<file path="config.mk">
export PLATFORM = sky130hd
export DESIGN_NAME = iof_input_filter
export DESIGN_NICKNAME = d
export VERILOG_FILES = /design/src/hw/iof_pkg.sv /design/src/hw/iof_input_filter.sv /design/src/hw/iof_line_filter.sv
export SDC_FILE = /design/constraint.sdc
export NUM_CORES = 1
export LEC_CHECK = 0
export BUFFER_PORTS_ARGS = -buffer_cell sky130_fd_sc_hd__buf_4
export CAP_MARGIN = 10
export CORE_ASPECT_RATIO = 2
export CORE_MARGIN = 4
export CORE_UTILIZATION = 40
export CTS_CLUSTER_SIZE = 28
export DETAILED_ROUTE_END_ITERATION = 6
export SKIP_LAST_GASP = 1
export SLEW_MARGIN = 20
export SYNTH_ARGS = -nofsm -noshare
export SYNTH_HDL_FRONTEND = slang
export SYNTH_SLANG_ARGS = --single-unit
</file>
<file path="constraint.sdc">
create_clock -name clk_sys -period 10 [get_ports clk_sys]
set_input_delay 0.5 -clock clk_sys [delete_from_list [all_inputs] [get_ports clk_sys]]
set_output_delay 0.5 -clock clk_sys [all_outputs]
set_load 0.01 [all_outputs]
</file>
<file path="src/hw/iof_pkg.sv">
// iof_pkg: register map, field layout and reset values of the input filter
package iof_pkg;

   // ***********************************************************
   // sizes
   // ***********************************************************
   localparam int unsigned IOF_ADDR_W     = 8;
   localparam int unsigned IOF_DATA_W     = 32;
   localparam int unsigned IOF_LINES      = 32;
   localparam int unsigned IOF_DIV_W      = 14;

   // ***********************************************************
   // register byte offsets
   // ***********************************************************
   localparam logic [7:0] IOF_FILT_EN_SET    = 8'h00;
   localparam logic [7:0] IOF_FILT_EN_CLEAR  = 8'h04;
   localparam logic [7:0] IOF_FILT_EN_STATUS = 8'h08;
   localparam logic [7:0] IOF_SEL_CLEAR      = 8'h0c;
   localparam logic [7:0] IOF_SEL_SET        = 8'h10;
   localparam logic [7:0] IOF_SEL_STATUS     = 8'h14;
   localparam logic [7:0] IOF_DIV_REG        = 8'h18;
   localparam logic [7:0] IOF_PIN_LEVEL      = 8'h1c;

   // ***********************************************************
   // field layout
   // ***********************************************************
   localparam int unsigned IOF_DIV_LSB       = 0;

   // ***********************************************************
   // reset values
   // ***********************************************************
   localparam logic [31:0] IOF_FILT_EN_RST   = 32'h0000_0000;
   localparam logic [31:0] IOF_SEL_RST       = 32'h0000_0000;
   localparam logic [31:0] IOF_DIV_RST       = 32'h0000_0000;
   localparam logic [31:0] IOF_LEVEL_RST     = 32'h0000_0000;
   localparam logic [31:0] IOF_RDATA_RST     = 32'h0000_0000;

endpackage

</file>
<file path="src/hw/iof_input_filter.sv">
// iof_input_filter: per-line input filters and pin level status registers
// Functional notes
// - level status shows every line's filtered level
// - status holds while controller clock is off
// - filter programmable per line, lines independent
// - set/clear registers choose mode, status readable
// - status 0: glitch filter on system clock
// - status 1: debounce on divided slow clock
// - divided period is 2*(div+1) slow periods
// - pulses under half period are rejected
// - pulses of one period or more pass
// - pulses between half and one: either outcome
`timescale 1ns/1ps
module iof_input_filter
   import iof_pkg::*;
#(
   parameter int unsigned N_LINES = IOF_LINES,
   parameter int unsigned DIV_W   = IOF_DIV_W
)(
   input  wire logic                  clk_sys,
   input  wire logic                  sys_rst,
   input  wire logic [IOF_ADDR_W-1:0] reg_addr,
   input  wire logic [IOF_DATA_W-1:0] reg_wdata,
   input  wire logic                  reg_wr,
   input  wire logic                  reg_rd,
   output logic      [IOF_DATA_W-1:0] reg_rdata_q,
   input  wire logic [N_LINES-1:0]    io_in,
   input  wire logic                  slow_clk_in,
   input  wire logic                  ctrl_clk_en,
   output logic      [N_LINES-1:0]    filt_out_q
);

   // ***********************************************************
   // declarations
   // ***********************************************************
   logic [N_LINES-1:0]    filt_en_q;
   logic [N_LINES-1:0]    sel_q;
   logic [DIV_W-1:0]      div_q;
   logic [N_LINES-1:0]    level_q;
   logic [DIV_W-1:0]      cnt_q;
   logic                  slck_q;
   logic                  slck_rise;
   logic                  tick_q;
   logic [N_LINES-1:0]    samp_w;
   logic [N_LINES-1:0]    filt_w;
   logic [N_LINES-1:0]    wr_bits;
   logic [IOF_DATA_W-1:0] rdata_d;

   assign wr_bits   = reg_wdata[N_LINES-1:0];
   assign slck_rise = slow_clk_in & ~slck_q;

   // ***********************************************************
   // filter enable registers
   // ***********************************************************
   always_ff @(posedge clk_sys or posedge sys_rst) begin
      if (sys_rst) begin
         filt_en_q <= IOF_FILT_EN_RST[N_LINES-1:0];
      end else if (reg_wr && (reg_addr == IOF_FILT_EN_SET)) begin
         filt_en_q <= filt_en_q | wr_bits;
      end else if (reg_wr && (reg_addr == IOF_FILT_EN_CLEAR)) begin
         filt_en_q <= filt_en_q & ~wr_bits;
      end
   end

   // ***********************************************************
   // mode selection registers
   // ***********************************************************
   always_ff @(posedge clk_sys or posedge sys_rst) begin
      if (sys_rst) begin
         sel_q <= IOF_SEL_RST[N_LINES-1:0];
      end else if (reg_wr && (reg_addr == IOF_SEL_SET)) begin
         sel_q <= sel_q | wr_bits;
      end else if (reg_wr && (reg_addr == IOF_SEL_CLEAR)) begin
         sel_q <= sel_q & ~wr_bits;
      end
   end

   // ***********************************************************
   // divider register
   // ***********************************************************
   always_ff @(posedge clk_sys or posedge sys_rst) begin
      if (sys_rst) begin
         div_q <= IOF_DIV_RST[DIV_W-1:0];
      end else if (reg_wr && (reg_addr == IOF_DIV_REG)) begin
         div_q <= reg_wdata[IOF_DIV_LSB +: DIV_W];
      end
   end

   // ***********************************************************
   // divided slow clock
   // ***********************************************************
   // the tick marks each half period of the divided clock, i.e.
   // every div+1 rising edges of the slow clock
   always_ff @(posedge clk_sys or posedge sys_rst) begin
      if (sys_rst) begin
         slck_q <= 1'b0;
      end else begin
         slck_q <= slow_clk_in;
      end
   end

   always_ff @(posedge clk_sys or posedge sys_rst) begin
      if (sys_rst) begin
         cnt_q  <= '0;
         tick_q <= 1'b0;
      end else if (slck_rise && (cnt_q >= div_q)) begin
         cnt_q  <= '0;
         tick_q <= 1'b1;
      end else if (slck_rise) begin
         cnt_q  <= cnt_q + 1'b1;
         tick_q <= 1'b0;
      end else begin
         tick_q <= 1'b0;
      end
   end

   // ***********************************************************
   // per-line filters
   // ***********************************************************
   for (genvar i = 0; i < N_LINES; i++) begin : g_line
      iof_line_filter u_filt (
         .clk_sys  (clk_sys),
         .sys_rst  (sys_rst),
         .pin_in   (io_in[i]),
         .filt_en  (filt_en_q[i]),
         .deb_sel  (sel_q[i]),
         .deb_tick (tick_q),
         .samp_q   (samp_w[i]),
         .filt_q   (filt_w[i])
      );
   end

   assign filt_out_q = filt_w;

   // ***********************************************************
   // pin level status
   // ***********************************************************
   always_ff @(posedge clk_sys or posedge sys_rst) begin
      if (sys_rst) begin
         level_q <= IOF_LEVEL_RST[N_LINES-1:0];
      end else if (ctrl_clk_en) begin
         level_q <= filt_w;
      end
   end

   // ***********************************************************
   // read port
   // ***********************************************************
   always_comb begin
      rdata_d = '0;
      case (reg_addr)
         IOF_FILT_EN_STATUS: begin
            rdata_d[N_LINES-1:0] = filt_en_q;
         end
         IOF_SEL_STATUS: begin
            rdata_d[N_LINES-1:0] = sel_q;
         end
         IOF_DIV_REG: begin
            rdata_d[IOF_DIV_LSB +: DIV_W] = div_q;
         end
         IOF_PIN_LEVEL: begin
            rdata_d[N_LINES-1:0] = level_q;
         end
         default: begin
            rdata_d = '0;
         end
      endcase
   end

   always_ff @(posedge clk_sys or posedge sys_rst) begin
      if (sys_rst) begin
         reg_rdata_q <= IOF_RDATA_RST;
      end else if (reg_rd) begin
         reg_rdata_q <= rdata_d;
      end else begin
         reg_rdata_q <= '0;
      end
   end

   // ***********************************************************
   // assertions
   // ***********************************************************
   property p_level_track;
      @(posedge clk_sys) disable iff (sys_rst)
      ctrl_clk_en |=> (level_q == $past(filt_w));
   endproperty
   a_level_track: assert property (p_level_track)
      else $error("level status does not follow filtered lines");

   property p_level_hold;
      @(posedge clk_sys) disable iff (sys_rst)
      (!ctrl_clk_en) [*2] |-> $stable(level_q);
   endproperty
   a_level_hold: assert property (p_level_hold)
      else $error("level status changed while clock off");

   property p_en_set_only;
      @(posedge clk_sys) disable iff (sys_rst)
      (reg_wr && (reg_addr == IOF_FILT_EN_SET)) |=>
         ((filt_en_q & ~$past(wr_bits)) ==
          ($past(filt_en_q) & ~$past(wr_bits)))
         && ((filt_en_q & $past(wr_bits)) == $past(wr_bits));
   endproperty
   a_en_set_only: assert property (p_en_set_only)
      else $error("enable set disturbed other lines");

   property p_sel_set;
      @(posedge clk_sys) disable iff (sys_rst)
      (reg_wr && (reg_addr == IOF_SEL_SET)) |=>
         ((sel_q & $past(wr_bits)) == $past(wr_bits))
         && ((sel_q & ~$past(wr_bits)) ==
             ($past(sel_q) & ~$past(wr_bits)));
   endproperty
   a_sel_set: assert property (p_sel_set)
      else $error("select set wrong");

   property p_sel_clear;
      @(posedge clk_sys) disable iff (sys_rst)
      (reg_wr && (reg_addr == IOF_SEL_CLEAR)) |=>
         ((sel_q & $past(wr_bits)) == '0)
         && ((sel_q & ~$past(wr_bits)) ==
             ($past(sel_q) & ~$past(wr_bits)));
   endproperty
   a_sel_clear: assert property (p_sel_clear)
      else $error("select clear wrong");

   property p_sel_read;
      @(posedge clk_sys) disable iff (sys_rst)
      (reg_rd && (reg_addr == IOF_SEL_STATUS)) |=>
         (reg_rdata_q[N_LINES-1:0] == $past(sel_q));
   endproperty
   a_sel_read: assert property (p_sel_read)
      else $error("select status read wrong");

   property p_glitch_pass;
      @(posedge clk_sys) disable iff (sys_rst)
      1'b1 |=> (((filt_w ^ $past(io_in)) &
                 $past(filt_en_q & ~sel_q)) == '0);
   endproperty
   a_glitch_pass: assert property (p_glitch_pass)
      else $error("glitch mode line not on system clock");

   property p_deb_only_tick;
      @(posedge clk_sys) disable iff (sys_rst)
      !tick_q |=> (((filt_w ^ $past(filt_w)) &
                    $past(filt_en_q & sel_q)) == '0);
   endproperty
   a_deb_only_tick: assert property (p_deb_only_tick)
      else $error("debounce line changed off the tick");

   property p_tick_spacing;
      @(posedge clk_sys) disable iff (sys_rst)
      tick_q |-> $past(slck_rise) && ($past(cnt_q) >= $past(div_q));
   endproperty
   a_tick_spacing: assert property (p_tick_spacing)
      else $error("divided clock tick at wrong slow edge");

   property p_reject_short;
      @(posedge clk_sys) disable iff (sys_rst)
      tick_q |=> (((filt_w ^ $past(filt_w)) &
                   $past(filt_en_q & sel_q & (io_in ^ samp_w))) == '0);
   endproperty
   a_reject_short: assert property (p_reject_short)
      else $error("single sample accepted by debounce");

   property p_pass_long;
      @(posedge clk_sys) disable iff (sys_rst)
      tick_q |=> (((filt_w ^ $past(io_in)) &
                   $past(filt_en_q & sel_q & ~(io_in ^ samp_w))) == '0);
   endproperty
   a_pass_long: assert property (p_pass_long)
      else $error("stable debounce input not passed");

   property p_bypass;
      @(posedge clk_sys) disable iff (sys_rst)
      1'b1 |=> (((filt_w ^ $past(io_in)) & $past(~filt_en_q)) == '0);
   endproperty
   a_bypass: assert property (p_bypass)
      else $error("unfiltered line does not follow input");

   property p_unmapped;
      @(posedge clk_sys) disable iff (sys_rst)
      (reg_rd && (reg_addr > IOF_PIN_LEVEL)) |=> (reg_rdata_q == '0);
   endproperty
   a_unmapped: assert property (p_unmapped)
      else $error("unmapped read not zero");

   property p_en_clear_only;
      @(posedge clk_sys) disable iff (sys_rst)
      (reg_wr && (reg_addr == IOF_FILT_EN_CLEAR)) |=>
         ((filt_en_q & $past(wr_bits)) == '0)
         && ((filt_en_q & ~$past(wr_bits)) ==
             ($past(filt_en_q) & ~$past(wr_bits)));
   endproperty
   a_en_clear_only: assert property (p_en_clear_only)
      else $error("enable clear disturbed other lines");

   property p_div_write;
      @(posedge clk_sys) disable iff (sys_rst)
      (reg_wr && (reg_addr == IOF_DIV_REG)) |=>
         (div_q == $past(reg_wdata[IOF_DIV_LSB +: DIV_W]));
   endproperty
   a_div_write: assert property (p_div_write)
      else $error("divider write not taken");

   property p_level_read;
      @(posedge clk_sys) disable iff (sys_rst)
      (reg_rd && (reg_addr == IOF_PIN_LEVEL)) |=>
         (reg_rdata_q[N_LINES-1:0] == $past(level_q));
   endproperty
   a_level_read: assert property (p_level_read)
      else $error("level status read wrong");

   property p_rdata_idle;
      @(posedge clk_sys) disable iff (sys_rst)
      !reg_rd |=> (reg_rdata_q == '0);
   endproperty
   a_rdata_idle: assert property (p_rdata_idle)
      else $error("read data not zero outside read");

   // ***********************************************************
   // covers
   // ***********************************************************
   property p_cov_tick;
      @(posedge clk_sys) disable iff (sys_rst)
      tick_q ##[1:1000] tick_q;
   endproperty
   c_cov_tick: cover property (p_cov_tick);

   property p_cov_deb_change;
      @(posedge clk_sys) disable iff (sys_rst)
      tick_q && ((filt_en_q & sel_q) != '0) ##1 $changed(filt_w);
   endproperty
   c_cov_deb_change: cover property (p_cov_deb_change);

   property p_cov_hold_read;
      @(posedge clk_sys) disable iff (sys_rst)
      !ctrl_clk_en && reg_rd && (reg_addr == IOF_PIN_LEVEL);
   endproperty
   c_cov_hold_read: cover property (p_cov_hold_read);

   property p_cov_glitch;
      @(posedge clk_sys) disable iff (sys_rst)
      ((filt_en_q & ~sel_q) != '0) ##1 $changed(filt_w);
   endproperty
   c_cov_glitch: cover property (p_cov_glitch);

   property p_cov_mid_div;
      @(posedge clk_sys) disable iff (sys_rst)
      tick_q && (div_q != '0);
   endproperty
   c_cov_mid_div: cover property (p_cov_mid_div);

endmodule

</file>
<file path="src/hw/iof_line_filter.sv">
// iof_line_filter: glitch or debounce filter for one input line
`timescale 1ns/1ps
module iof_line_filter
   import iof_pkg::*;
(
   input  wire logic clk_sys,
   input  wire logic sys_rst,
   input  wire logic pin_in,
   input  wire logic filt_en,
   input  wire logic deb_sel,
   input  wire logic deb_tick,
   output logic      samp_q,
   output logic      filt_q
);

   // ***********************************************************
   // debounce sample, taken once per half divided period
   // ***********************************************************
   always_ff @(posedge clk_sys or posedge sys_rst) begin
      if (sys_rst) begin
         samp_q <= 1'b0;
      end else if (deb_tick) begin
         samp_q <= pin_in;
      end
   end

   // ***********************************************************
   // filtered level
   // ***********************************************************
   // a change needs two consecutive equal samples half a period
   // apart: shorter than half a period never spans two samples,
   // a full period always does; in between depends on phase
   always_ff @(posedge clk_sys or posedge sys_rst) begin
      if (sys_rst) begin
         filt_q <= 1'b0;
      end else if (!filt_en) begin
         filt_q <= pin_in;
      end else if (!deb_sel) begin
         filt_q <= pin_in;
      end else if (deb_tick && (pin_in == samp_q)) begin
         filt_q <= pin_in;
      end
   end

endmodule

</file>
==> results.md <==
- Starting Density: 40.9%
- Period utilization: 26.0%
- CTS tree: yes
- Clock slew at reported path FFs: 0.07 ns
- Layout cells sized above 1: 26.4%
- Post-DP HPWL: 18,000 um
- Core footprint: 0.0246 mm2
- Seq cells post-synth: 222
- Bufs and invs on worst path: 2
- Remaining antenna violation count after routing: 0
- Final Max Tran Viols: 0
- CTS Hold Bufs: 0
- Vias in the first global route: 7,774
- RSZ-0062 raised after global routing: false
- Switching Power: 591 uW
- Post-cts resize count: 0
- Setup TNS Final: 0 ns
- Vias per cell: 5.45
- Tightest hold margin: 0.103 ns
- First-pass DRT Iterations: 7
- Synth Flop Type: dfrtp_1
- FMAX: 385 MHz
- Port-buffer cells: 141
- Hold WC Path Type: primary input to asynchronous set/reset pin
- Status: finished clean
- CTS Buffer Depth: 3
- Most frequent cells in the layout: dfrtp_1 (221), buf_4 (147), nand2_1 (128)
- Synthesized area: 0.0101 mm2
- TritonCTS Sinks: 222
- Util after Layout: 48.2%
- Final worst slack: 7.40 ns
- Die Ht: 232 um
- Slew at the pin closest to its max-slew limit: 1.06 ns
- Cell family with most CP delay: simple AND/OR/NAND/NOR gates
- Last weighted congestion value of the routability-driven placer: 0.839
- Place WS: 6.91 ns
- Iter 0 DRT Violations: 577
- Cell mode on critical path: buf_4
- H-tree levels: 1
- Syn_area_per_cell: 11.0 um2
- Area of the die: 0.0279 mm2
- Crit end category: flip-flop
- Synth unique cells: 41
- Routed wire length: 27,000 um
- # Post-CTS Setup Buffers: 0
- Relative slew margins: 29.1%
- Initial antenna violation count: 3
- Critical path class: primary input to flip-flop
- CP max stage cell: nor4b_4
- Placed cell area: 0.0111 mm2
- Crit path largest cell delay: 0.91 ns
- Worst IR Drop VDD: 0.000109 V
- Hold Vio Cnt, Final: 0
- Worst Skew: 0.00862 ns
- Post-route DRC: 0
- Pin count of the biggest net entering global routing: 98
- R2R Setup Slk: 7.44 ns
- Crit path max fanout: 21
- Number of enable flip-flop cells after synthesis: 0
- PwrDens: 191 mW/mm2
- Drt wl/cell: 20.0 um
- Crit path launch type: primary input
- Crit path required time: 10.40 ns
- Critical-path cell list: buf_4, nor4b_4, and2_1, and2b_1, buf_4, a22oi_1, a21oi_1
- Reg power frac: 48.6%
- Number of CTS-inserted buffers: 21
- Syn Nets: 1,004
- Ys async rst share: 100%
- Total track usage: 19.4%
- Internal Pwr Total: 1680 uW
- Design Area, Final: 0.0119 mm2
- DR vias: 7,360
- Synth-to-layout area growth: 17.9%
- First-pass GRT wire length: 42,600 um
- CP arrival: 3.00 ns
- Seq/Total Area, Yosys: 55.2%
- Clk pwr share: 37.6%
- Max cap viols: 0
- Clk root buf: clkbuf_16
- GRT overflow: 0
- Min Tclk post-route: 2.60 ns
- Row Count: 81
- Synth warnings: 0
- Die X: 120 um
- Worst skew pair latency: 0.50 ns
- Nets: 1,094
- Syn Inst Count: 911
- Most common cell after layout, fill and taps aside: dfrtp_1
- Sw frac: 26.1%
- Final Setup Violations: 0
- Logic pwr share: 13.8%
- Leak Pwr: 0.00530 uW
- Ports: 142
## metal layers
layer	vias up	part of all wire, %	global-route usage (%)	routed length, um
li1	3427	-	-	-
met1	3731	38	22.6	10300
met2	162	55	35.6	14900
met4	0	3.1	8.17	825
met3	40	3.4	2.10	928
met5	-	0	0	0
## Yosys cell counts, types with 2 or more instances
cell	instances	area (um2)
o311ai_0	2	17.5
nor3_1	3	15.0
o21ai_0	4	20.0
nand2_1	128	480
nor2_1	34	128
buf_2	22	110
a31oi_1	7	43.8
mux2_2	78	878
a21oi_1	78	390
xor2_1	8	70.1
a22oi_1	14	105
and2_1	4	25.0
buf_6	2	22.5
inv_1	43	161
a222oi_1	18	180
a22o_1	78	683
nand3_1	31	155
buf_4	34	255
buf_1	5	18.8
ha_1	15	188
a21o_1	2	15.0
o22ai_1	7	43.8
o211ai_1	25	188
nand4_1	6	37.5
and3_1	6	37.5
dfrtp_1	222	5560
xnor2_1	3	26.3
nand2b_1	2	12.5
and4b_1	3	30.0
clkbuf_1	16	60.1
## cell type report
cell class,instances,area (um2)
fillers,2284,12800
flip-flops and latches,222,5560
multi-input cells,566,3880
repair buffers,147,1100
clock buffers,31,623
well taps,332,415
inverters,43,169
clock inverters,6,108
diodes,3,7.51
## logic make-up (layout without fill, tap and decap cells)
logic type	count (synthesis)	count (layout)	synth area share (%)
buffers and inverters	123	227	6.29
and+or+nand+nor	225	225	10.0
AOI/OAI and AO/OA	237	237	16.9
xor gates and xnor gates	11	11	0.957
other	0	3	0
DFF	222	222	55.2
muxes	78	78	8.73
adders and majority gates	15	15	1.86
## stage by stage
step,instances,power (uW)
6_report,1350,2270
5_1_grt,1350,2370
4_1_cts,1347,2290
3_5_place_dp,1310,1440
3_3_place_gp,1310,1420
2_1_floorplan,911,1320
## power groups by stage
stage | Sequential (uW) | Combinational, uW | Clock (uW)
2_1_floorplan | 1090 | 229 | 0
5_1_grt | 1120 | 352 | 905
4_1_cts | 1100 | 319 | 874
6_report | 1100 | 313 | 852
3_3_place_gp | 1110 | 309 | 0
3_5_place_dp | 1120 | 318 | 0
## path summary, 6_finish.rpt
check / from / endpoint / cells past startpoint
setup / recovery: reg_addr[5] / reg_rdata_q[12] / 7
hold / removal: sys_rst / g_line[17].u_filt.filt_q / 2
setup reg to reg: tick_q / g_line[9].u_filt.filt_q / 5
hold reg to reg: g_line[29].u_filt.samp_q / g_line[29].u_filt.samp_q / 1
max in group asynchronous: sys_rst / g_line[6].u_filt.samp_q / 4
min in group clk_sys: slow_clk_in / slck_q / 1
(Power assumes the default switching activity.)
